**config.mk**
```make
export PLATFORM = sky130hd
export DESIGN_NAME = utc_core
export DESIGN_NICKNAME = d
export VERILOG_FILES = /design/src/core/utc_pkg.sv /design/src/core/utc_core.sv /design/src/core/utc_nvm.sv
export SDC_FILE = /design/constraint.sdc
export NUM_CORES = 1
export LEC_CHECK = 0
export BUFFER_PORTS_ARGS = -buffer_cell sky130_fd_sc_hd__buf_2
export CAP_MARGIN = 10
export CORE_ASPECT_RATIO = 1.75
export CORE_MARGIN = 3
export CORE_UTILIZATION = 62
export DETAILED_ROUTE_END_ITERATION = 10
export PLACE_DENSITY = 0.82
export SYNTH_ARGS = -nofsm -noshare
export SYNTH_HDL_FRONTEND = slang
export SYNTH_SLANG_ARGS = --single-unit
export TNS_END_PERCENT = 10
```
**constraint.sdc**
```tcl
create_clock -name i_sys_clk -period 3.2 [get_ports i_sys_clk]
set_input_delay 0 -clock i_sys_clk [delete_from_list [all_inputs] [get_ports i_sys_clk]]
set_output_delay 0 -clock i_sys_clk [all_outputs]
set_load 0.01 [all_outputs]
```
**src/core/utc_pkg.sv**
```systemverilog
/*
  Shared constants and types for the up/down trim counter with
  non-volatile storage: timing counts, reset values, pin carrier.
  Assumes a single 40 MHz system clock.
*/
package utc_pkg;

  ////////////////////////////////////////////////////////////////////
  // Widths and values
  localparam int unsigned CODE_W = 8;
  localparam int unsigned TIMER_W = 22;
  localparam logic [7:0] CODE_MIN = 8'h00;
  localparam logic [7:0] CODE_MAX = 8'hff;
  localparam logic [7:0] CODE_RESET = 8'h00;
  // Factory contents of the storage cell, mid-scale
  localparam logic [7:0] NVM_FACTORY = 8'h80;

  ////////////////////////////////////////////////////////////////////
  // Timing, figures as printed, then cycle counts
  localparam int unsigned CLK_PERIOD_NS = 25;
  localparam int unsigned REJECT_WIDTH_NS = 20000;      // high/low reject width
  localparam int unsigned PROG_HOLD_NS = 200000;        // program hold time
  localparam int unsigned WRITE_TIME_NS = 100000000;    // internal write time
  localparam int unsigned RECALL_TIME_NS = 10000000;    // recall time
  // Longest times round down, least times round up
  localparam logic [21:0] REJECT_CYC = 22'(REJECT_WIDTH_NS / CLK_PERIOD_NS);
  localparam logic [21:0] PROG_HOLD_CYC = 22'((PROG_HOLD_NS + CLK_PERIOD_NS - 1) / CLK_PERIOD_NS);
  localparam logic [21:0] WRITE_CYC = 22'(WRITE_TIME_NS / CLK_PERIOD_NS);
  localparam logic [21:0] RECALL_CYC = 22'(RECALL_TIME_NS / CLK_PERIOD_NS);

  ////////////////////////////////////////////////////////////////////
  // Types
  typedef enum logic [1:0] {
    UTC_LVL_MID = 2'b00,
    UTC_LVL_HIGH = 2'b01,
    UTC_LVL_LOW = 2'b10,
    UTC_LVL_PROG = 2'b11
  } utc_lvl_t;

  typedef enum logic [1:0] {
    UTC_ST_RECALL = 2'b00,
    UTC_ST_IDLE = 2'b01,
    UTC_ST_WRITE = 2'b10
  } utc_state_t;

  // Comparator outputs of the control pin plus count enable
  typedef struct packed {
    logic prog;
    logic high;
    logic low;
    logic cen;
  } utc_pins_t;

endpackage : utc_pkg

```
**src/core/utc_core.sv**
```systemverilog
/*
  Up/down trim counter: qualifies pulses on the three-level control pin,
  steps a saturating 8-bit count, writes it to storage on a program
  request while count enable is high and recalls it at reset and when count enable falls.
  Assumes the pin's three comparators and count enable are asynchronous.
*/
`timescale 1ns/1ps
module utc_core #(
  parameter logic [21:0] P_PROG_HOLD_CYC = utc_pkg::PROG_HOLD_CYC,
  parameter logic [21:0] P_WRITE_CYC = utc_pkg::WRITE_CYC,
  parameter logic [21:0] P_RECALL_CYC = utc_pkg::RECALL_CYC
) (
  input wire logic i_sys_clk,
  input wire logic i_rst_n,
  input wire logic i_ctl_prog,
  input wire logic i_ctl_high,
  input wire logic i_ctl_low,
  input wire logic i_count_en,
  output logic [7:0] o_tap_code,
  output logic o_write_busy,
  output logic o_recall_busy
);

  ////////////////////////////////////////////////////////////////////
  // Functions

  // Saturating increment for timers
  function automatic logic [21:0] utc_sat_inc(input logic [21:0] v);
    utc_sat_inc = (v == 22'h3fffff) ? v : v + 22'h000001;
  endfunction : utc_sat_inc

  // Saturating count step; up for low pulse, down for high pulse
  function automatic logic [7:0] utc_step(input logic [7:0] v, input logic up);
    if (up)
    begin
      utc_step = (v == utc_pkg::CODE_MAX) ? v : v + 8'h01;
    end
    else
    begin
      utc_step = (v == utc_pkg::CODE_MIN) ? v : v - 8'h01;
    end
  endfunction : utc_step

  ////////////////////////////////////////////////////////////////////
  // Declarations
  utc_pkg::utc_pins_t pins_raw;
  utc_pkg::utc_pins_t sync1_reg;
  utc_pkg::utc_pins_t sync2_reg;
  utc_pkg::utc_lvl_t lvl_now;
  utc_pkg::utc_lvl_t level_reg;
  utc_pkg::utc_lvl_t level_next;
  utc_pkg::utc_state_t state_reg;
  utc_pkg::utc_state_t state_next;
  logic [21:0] width_reg;
  logic [21:0] width_next;
  logic [21:0] timer_reg;
  logic [21:0] timer_next;
  logic [7:0] count_reg;
  logic [7:0] count_next;
  logic skip_reg;
  logic skip_next;
  logic cen_prev_reg;
  logic cen_prev_next;
  logic wbusy_reg;
  logic wbusy_next;
  logic rbusy_reg;
  logic rbusy_next;
  logic nvm_wr;
  logic [7:0] nvm_rd;
  logic pulse_done;

  ////////////////////////////////////////////////////////////////////
  // Two-stage synchronisers for the pin comparators and enable
  assign pins_raw = '{prog: i_ctl_prog, high: i_ctl_high, low: i_ctl_low, cen: i_count_en};

  always_ff @(posedge i_sys_clk)
  begin
    if (!i_rst_n)
    begin
      sync1_reg <= '0;
      sync2_reg <= '0;
    end
    else
    begin
      sync1_reg <= pins_raw;
      sync2_reg <= sync1_reg;
    end
  end

  // Program band wins over logic high, it also trips the high comparator
  always_comb
  begin
    if (sync2_reg.prog)
    begin
      lvl_now = utc_pkg::UTC_LVL_PROG;
    end
    else if (sync2_reg.high)
    begin
      lvl_now = utc_pkg::UTC_LVL_HIGH;
    end
    else if (sync2_reg.low)
    begin
      lvl_now = utc_pkg::UTC_LVL_LOW;
    end
    else
    begin
      lvl_now = utc_pkg::UTC_LVL_MID;
    end
  end

  // Trailing edge of a high or low excursion longer than the reject width
  assign pulse_done = (lvl_now == utc_pkg::UTC_LVL_MID)
    && (level_reg == utc_pkg::UTC_LVL_HIGH || level_reg == utc_pkg::UTC_LVL_LOW)
    && (width_reg >= utc_pkg::REJECT_CYC);

  ////////////////////////////////////////////////////////////////////
  // Next-state logic for level tracking, sequencer and counter
  always_comb
  begin
    level_next = lvl_now;
    width_next = (lvl_now == level_reg) ? utc_sat_inc(width_reg) : 22'h000000;
    state_next = state_reg;
    timer_next = timer_reg;
    count_next = count_reg;
    skip_next = skip_reg;
    cen_prev_next = sync2_reg.cen;
    nvm_wr = 1'b0;
    unique case (state_reg)
      utc_pkg::UTC_ST_RECALL:
      begin
        // Stored value lands before any adjustment is taken
        timer_next = utc_sat_inc(timer_reg);
        if (timer_reg >= P_RECALL_CYC - 22'h000001)
        begin
          count_next = nvm_rd;
          skip_next = 1'b1;
          timer_next = 22'h000000;
          state_next = utc_pkg::UTC_ST_IDLE;
        end
      end
      utc_pkg::UTC_ST_IDLE:
      begin
        if (sync2_reg.cen && !cen_prev_reg)
        begin
          skip_next = 1'b1;
        end
        else if (!sync2_reg.cen && cen_prev_reg)
        begin
          timer_next = 22'h000000;
          state_next = utc_pkg::UTC_ST_RECALL;
        end
        else if (sync2_reg.cen)
        begin
          if (level_reg == utc_pkg::UTC_LVL_PROG && lvl_now == utc_pkg::UTC_LVL_PROG
              && width_reg == P_PROG_HOLD_CYC - 22'h000001)
          begin
            // Write is issued once per program excursion
            nvm_wr = 1'b1;
            skip_next = 1'b1;
            timer_next = 22'h000000;
            state_next = utc_pkg::UTC_ST_WRITE;
          end
          else if (pulse_done)
          begin
            if (skip_reg)
            begin
              skip_next = 1'b0;
            end
            else
            begin
              count_next = utc_step(count_reg, level_reg == utc_pkg::UTC_LVL_LOW);
            end
          end
        end
      end
      utc_pkg::UTC_ST_WRITE:
      begin
        // Pulses seen here are dropped until the write ends
        timer_next = utc_sat_inc(timer_reg);
        if (timer_reg >= P_WRITE_CYC - 22'h000001)
        begin
          timer_next = 22'h000000;
          state_next = sync2_reg.cen ? utc_pkg::UTC_ST_IDLE : utc_pkg::UTC_ST_RECALL;
        end
      end
      default:
      begin
        state_next = utc_pkg::UTC_ST_RECALL;
      end
    endcase
    wbusy_next = (state_next == utc_pkg::UTC_ST_WRITE);
    rbusy_next = (state_next == utc_pkg::UTC_ST_RECALL);
  end

  // Register the state
  always_ff @(posedge i_sys_clk)
  begin
    if (!i_rst_n)
    begin
      level_reg <= utc_pkg::UTC_LVL_MID;
      width_reg <= 22'h000000;
      state_reg <= utc_pkg::UTC_ST_RECALL;
      timer_reg <= 22'h000000;
      count_reg <= utc_pkg::CODE_RESET;
      skip_reg <= 1'b1;
      cen_prev_reg <= 1'b0;
      wbusy_reg <= 1'b0;
      rbusy_reg <= 1'b1;
    end
    else
    begin
      level_reg <= level_next;
      width_reg <= width_next;
      state_reg <= state_next;
      timer_reg <= timer_next;
      count_reg <= count_next;
      skip_reg <= skip_next;
      cen_prev_reg <= cen_prev_next;
      wbusy_reg <= wbusy_next;
      rbusy_reg <= rbusy_next;
    end
  end

  ////////////////////////////////////////////////////////////////////
  // Storage cell, written with the live count
  utc_nvm u_nvm (
    .i_sys_clk(i_sys_clk),
    .i_wr_en(nvm_wr),
    .i_wr_data(count_reg),
    .o_rd_data(nvm_rd)
  );

  // Tap code is the counter itself, code 0 = first tap, 255 = last
  assign o_tap_code = count_reg;
  assign o_write_busy = wbusy_reg;
  assign o_recall_busy = rbusy_reg;

endmodule : utc_core

```
**src/core/utc_nvm.sv**
```systemverilog
/*
  Eight-bit non-volatile storage cell model with registered read data.
  Assumes writes come from logic on the same clock; contents are not
  touched by reset, only by a write.
*/
`timescale 1ns/1ps
module utc_nvm (
  input wire logic i_sys_clk,
  input wire logic i_wr_en,
  input wire logic [7:0] i_wr_data,
  output logic [7:0] o_rd_data
);

  ////////////////////////////////////////////////////////////////////
  // Cell keeps its value across reset, like the real array
  logic [7:0] cell_reg = utc_pkg::NVM_FACTORY;
  logic [7:0] cell_next;
  logic [7:0] rd_reg = utc_pkg::NVM_FACTORY;

  // Next value of the cell
  always_comb
  begin
    cell_next = i_wr_en ? i_wr_data : cell_reg;
  end

  // Register cell and read port
  always_ff @(posedge i_sys_clk)
  begin
    cell_reg <= cell_next;
    rd_reg <= cell_reg;
  end

  assign o_rd_data = rd_reg;

endmodule : utc_nvm

```
== Word-level counts from Yosys, hierarchy flattened ==
Cells that the tools add are included.

* Register bits after elaboration: 84
* Input port bits: 6
* Output and inout bits: 10

* Add/subtract/negate cells: 4
* Order comparisons: 3
* Equal/unequal tests: 26
* Muxes and demuxes: 42
* Reduce and logical (&&, ||, !) cells: 19

{| class="wikitable"
|+ Operators with widths
! operator !! number
|-
| 2-to-1 mux 22 bit || 7
|-
| 2-to-1 mux 8 bit || 10
|-
| case mux 22 bit (3 select lines) || 1
|-
| adder 22 x 1 -> 22 bit (second input constant) || 2
|-
| equality test 22 bit (second input constant) || 2
|-
| equality test 22 x 13 -> 1 bit (second input constant) || 1
|-
| greater-or-equal comparator 22 x 10 -> 1 bit (second input constant) || 1
|-
| greater-or-equal comparator 22 x 19 -> 1 bit (second input constant) || 1
|-
| greater-or-equal comparator 22 bit (second input constant) || 1
|-
| 2-to-1 mux 2 bit || 9
|-
| inequality test 3 bit (second input constant) || 6
|-
| case mux 8 bit (2 select lines) || 1
|-
| inequality test 2 bit (second input constant) || 7
|-
| 2-to-1 mux 1 bit || 12
|-
| equality test 2 bit (second input constant) || 5
|-
| AND reduction 10 bit || 1
|-
| adder 8 x 1 -> 8 bit (second input constant) || 1
|-
| equality test 8 bit (second input constant) || 1
|-
| zero test 8 bit || 1
|-
| subtractor 8 x 1 -> 8 bit (second input constant) || 1
|-
| logical AND 1 bit || 6
|-
| zero test 2 bit || 3
|-
| case mux 2 bit (3 select lines) || 1
|-
| AND reduction 5 bit || 1
|-
| other kinds (10) || 12
|}

== Longest topological paths before layout ==
* Depth after elaboration: 12
* Gate-level depth with buffers: 10

== By module ==
A second synthesis with hierarchy kept.

* Cell total of the unflattened synthesis: 496
* Area total of the unflattened synthesis: 4449.3 um^2

{| class="wikitable"
|+ By module, submodules not included
! module !! instances !! cells an instance !! area an instance (um^2) !! seq. area each (um^2)
|-
| utc_core || 1 || 480 || 4048.9 || 1361.3
|-
| utc_nvm || 1 || 16 || 400.4 || 400.4
|}

== Least setup slack after synthesis ==
Ideal clock, no wire load.

* Path kind: reg2reg
* From: reg level_reg[1]
* To: reg count_reg[7], in the netlist o_tap_code[7]
* Library setup time: 0.071 ns
* Data arrival time: 2.645 ns
* Required time: 3.129 ns
* Path slack: 0.485 ns
* Stages on the path, launching flop included: 10
* Clock period less this slack: 2.715 ns
* Cells stage by stage: dfxtp_1 > ha_1 > inv_1 > ha_1 > and3_1 > a2111oi_0 > a21oi_1 > xnor2_1 > a2111o_1 > a21oi_1

* Word-level cells in the longest chain between the ends: 9

{| class="wikitable"
|+ RTL lines
! what !! RTL line !! text
|-
| start: declaration || utc_core.sv:50 || <nowiki>utc_pkg::utc_lvl_t level_reg;</nowiki>
|-
| start signal: assignment || utc_core.sv:200 || <nowiki>level_reg <= utc_pkg::UTC_LVL_MID;</nowiki>
|-
| start signal: assignment || utc_core.sv:212 || <nowiki>level_reg <= level_next;</nowiki>
|-
| equality test 2 bit || utc_core.sv:113, utc_core.sv:171 ||
|-
| 2-to-1 mux 8 bit || utc_core.sv:34 || <nowiki>if (up)</nowiki>
|-
| 2-to-1 mux 8 bit || utc_core.sv:165 || <nowiki>if (skip_reg)</nowiki>
|-
| 2-to-1 mux 8 bit || utc_core.sv:163 || <nowiki>else if (pulse_done)</nowiki>
|-
| 2-to-1 mux 8 bit || utc_core.sv:154 || <nowiki>if (level_reg == utc_pkg::UTC_LVL_PROG && lvl_now == utc_pkg::UTC_LVL_PROG</nowiki>
|-
| 2-to-1 mux 8 bit || utc_core.sv:152 || <nowiki>else if (sync2_reg.cen)</nowiki>
|-
| 2-to-1 mux 8 bit || utc_core.sv:147 || <nowiki>else if (!sync2_reg.cen && cen_prev_reg)</nowiki>
|-
| 2-to-1 mux 8 bit || utc_core.sv:143 || <nowiki>if (sync2_reg.cen && !cen_prev_reg)</nowiki>
|-
| case mux 8 bit (2 select lines) || utc_core.sv:128 || <nowiki>unique case (state_reg)</nowiki>
|-
| end signal: assignment || utc_core.sv:204 || <nowiki>count_reg <= utc_pkg::CODE_RESET;</nowiki>
|-
| end signal: assignment || utc_core.sv:216 || <nowiki>count_reg <= count_next;</nowiki>
|-
| end: declaration || utc_core.sv:58 || <nowiki>logic [7:0] count_reg;</nowiki>
|}

Several ways; a longest one is shown, not always the timed one. The select of a mux whose other input is x is not followed.
A chain may end at the register's enable or synchronous reset.

== Worst setup path after layout ==
Same ends and word-level chain as after synthesis.

==> results.yml <==
global_routing:
  grt_pass1_vias: 3858
  antenna_found_initial: 0
  grt_usage_pct: 27.5
  grt_overflow: 0
  grt_max_degree: 25
  grt_pass1_wl_mm: 18.1
pwr:
  powerDensity_nw_per_um2: 452
  pwr-share-comb_pct: 3.7
  p_seq_share_pct: 49.6
  peakVddDrop_uv: 342
  p_switching_mw: 0.499
  p_int_mw: 1.68
  clockPowerShare_pct: 46.7
  power_leakage_nw: 1.78
  swShare_pct: 22.9
worst_setup_path:
  crit_path_max_fanout: 7
  end_kind: "flip-flop"
  critical_path_class: "reg2reg"
  cp-start-kind: "flip-flop"
  critical_path_required_ns: 3.47
  arrival_ns: 3.11
  reg2reg_setup_slack_ns: 0.37
placement:
  dp.cells: 585
  dp_hpwl_mm: 7.26
  globalplace.congestion: 0.892
  portBuffers: 15
logic_synthesis:
  synth_edf_count: 8
  synthMuxAreaShare_pct: 2.32
  synth_async_sr_flop_share_pct: 0
  synth_area_sq_um: 4310
  yosys_most_used_dff: "dfxtp_1"
  syn-num-nets: 518
  yosysTopAreaCell: "dfxtp_1"
  yosysTopAreaCellShare_pct: 35.3
  yosys_warnings: 0
  ys_seq_area_share_pct: 40.9
  synthXorXnorAreaFrac_pct: 4.88
  synth_cell_type_count: 61
  yosys.area_share.simple_pct: 27.3
  synth_top_family_by_area: "simple AND/OR/NAND/NOR gates"
  synth_compound_area_share_pct: 16.8
  synth_area_per_cell_sq_um: 8.69
  synth_cells: 496
  synth.ff_latch_count: 84
  synthAdderAreaFrac_pct: 4.82
  synth_area_leaders: "dfxtp_1, edfxtp_1, ha_1, nor2_1, nand2_1"
finish:
  drive_gt1_share_pct: 9.18
  nets: 540
  insertedDiodeCount: 0
  multi_input_area_sq_um: 2420
  ff_latch_area_sq_um: 1760
  final_cell_mix: "dfxtp_1, nor2_1, nand2_1"
  fin_cells: 605
  fillers: 534
  syn_to_final_growth_pct: 11.9
  layout_commonest_cell: "dfxtp_1"
min_path:
  hp-class: "in2reg"
route:
  detail_route.wl_per_cell_um: 17.2
  drc_errors: 0
  first_iter_violations: 344
  routed_wl_mm: 10.4
  vias_per_cell: 6.47
  ant_nets: 0
  dr.pass1.iters: 6
  dr_total_vias: 3913
sta:
  final_max_slew_viol_count: 0
  period_needed_ns: 2.83
  finalCritPeriodShare_pct: 88.6
  finalSetupViolations: 0
  fmax_mhz: 353
  hold_viol: 0
  tightest_slew_ns: 0.930
  fin_setup_tns_ns: 0
  clock_skew_ns: 0.00583
  timing.max_slew.rel_slack_pct: 37.7
  rsz0062_at_grt: "no"
die:
  io_pins: 16
  dieHeight_um: 116
  start_util_pct: 65.0
  die_x_um: 69.0
  dieArea_sq_um: 8030
  core-area_sq_um: 6640
  std_cell_rows: 39
clock_tree:
  htree_levels: 3
  clk_pin_slew_ns: 0.06
  insertion_delay_ns: 0.34
  cts.repair.resized: 0
  cts_tree: "yes"
  cts_sinks: 84
  clock_path_buffers: 2
  cts_buffers: 9
  root_buffer: "clkbuf_16"
run_status:
  status: "complete, no violations"
run:
  cap_violations: 0
final cells by class:
class                           count  share of cell area, %
Tap cell                           82                   2.13
Timing Repair Buffer               29                   3.94
Multi-Input combinational cell    380                   50.2
Clock inverter                      5                  0.882
Inverter                           14                   1.09
Clock buffer                       11                   5.24
Sequential cell                    84                   36.5
routing by layer:
metal  wire, um  global-route usage (%)
met2       5450                    49.1
met1       4150                    31.6
met3        467                    4.57
met4        342                    14.1
met5          0                       0
critical path: stages (launching register included):
cell,delay (ns)
dfxtp_1,0.41
ha_1,0.28
inv_1,0.18
ha_1,0.39
and3_1,0.21
a2111oi_0,0.38
buf_4,0.19
a21oi_1,0.07
xnor2_1,0.13
a2111o_1,0.40
a21oi_1,0.12
kinds of logic after synthesis:
family | after synthesis
flip-flops | 84
buffers and inverters | 32
XOR/XNOR | 24
multiplexers | 10
adder cells (fa/ha/maj) | 16
AND/OR/NAND/NOR | 223
AO/OA/AOI/OAI | 107
Yosys cell counts (11+ instances only):
cell type,number
a21oi_1,27
and2_1,14
and3_1,11
clkbuf_1,13
dfxtp_1,76
ha_1,15
inv_1,13
nand2_1,37
nand3_1,24
nand4_1,21
nor2_1,48
nor3_1,20
nor4_1,11
o21ai_0,23
xor2_1,14
repair_timing:
item,in CTS,in global routing
hold endpoints to repair,4,0
setup buffers,0,0
hold buffers,4,0
path summary, 6_finish.rpt:
| path | from | end | cells after the start |
|---|---|---|---|
| setup / recovery | level_reg[1] | o_tap_code[7] | 10 |
| hold / removal | i_rst_n | skip_reg | 2 |
| setup reg to reg | level_reg[1] | o_tap_code[7] | 10 |
| hold reg to reg | u_nvm.cell_reg[6] | u_nvm.o_rd_data[6] | 0 |
per-stage QoR:
stage / instance area [sq um] / utilization, % / power (mW) / hold WS [ns] / setup WS, ns
finish: 4820 / 72.7 / 2.18 / 0.114 / 0.365
CTS: 4820 / 72.7 / 2.19 / 0.0970 / 0.365
global route: 4820 / 72.7 / 2.25 / 0.133 / 0.0712
detailed placement: 4490 / 67.6 / 1.18 / 0.210 / 0.387
floorplan: 4310 / - / 1.16 / 0.127 / 0.485
global placement: 4490 / 67.6 / 1.18 / 0.204 / 0.411
power groups by stage:
stage	clock, mW	combinational, mW	sequential [mW]
2_1_floorplan	0	0.0553	1.10
3_3_place_gp	0	0.0716	1.10
3_5_place_dp	0	0.0760	1.11
4_1_cts	1.03	0.0805	1.08
5_1_grt	1.07	0.0914	1.08
6_report	1.02	0.0806	1.08
Note: power is estimated with default switching activity, not from simulation.
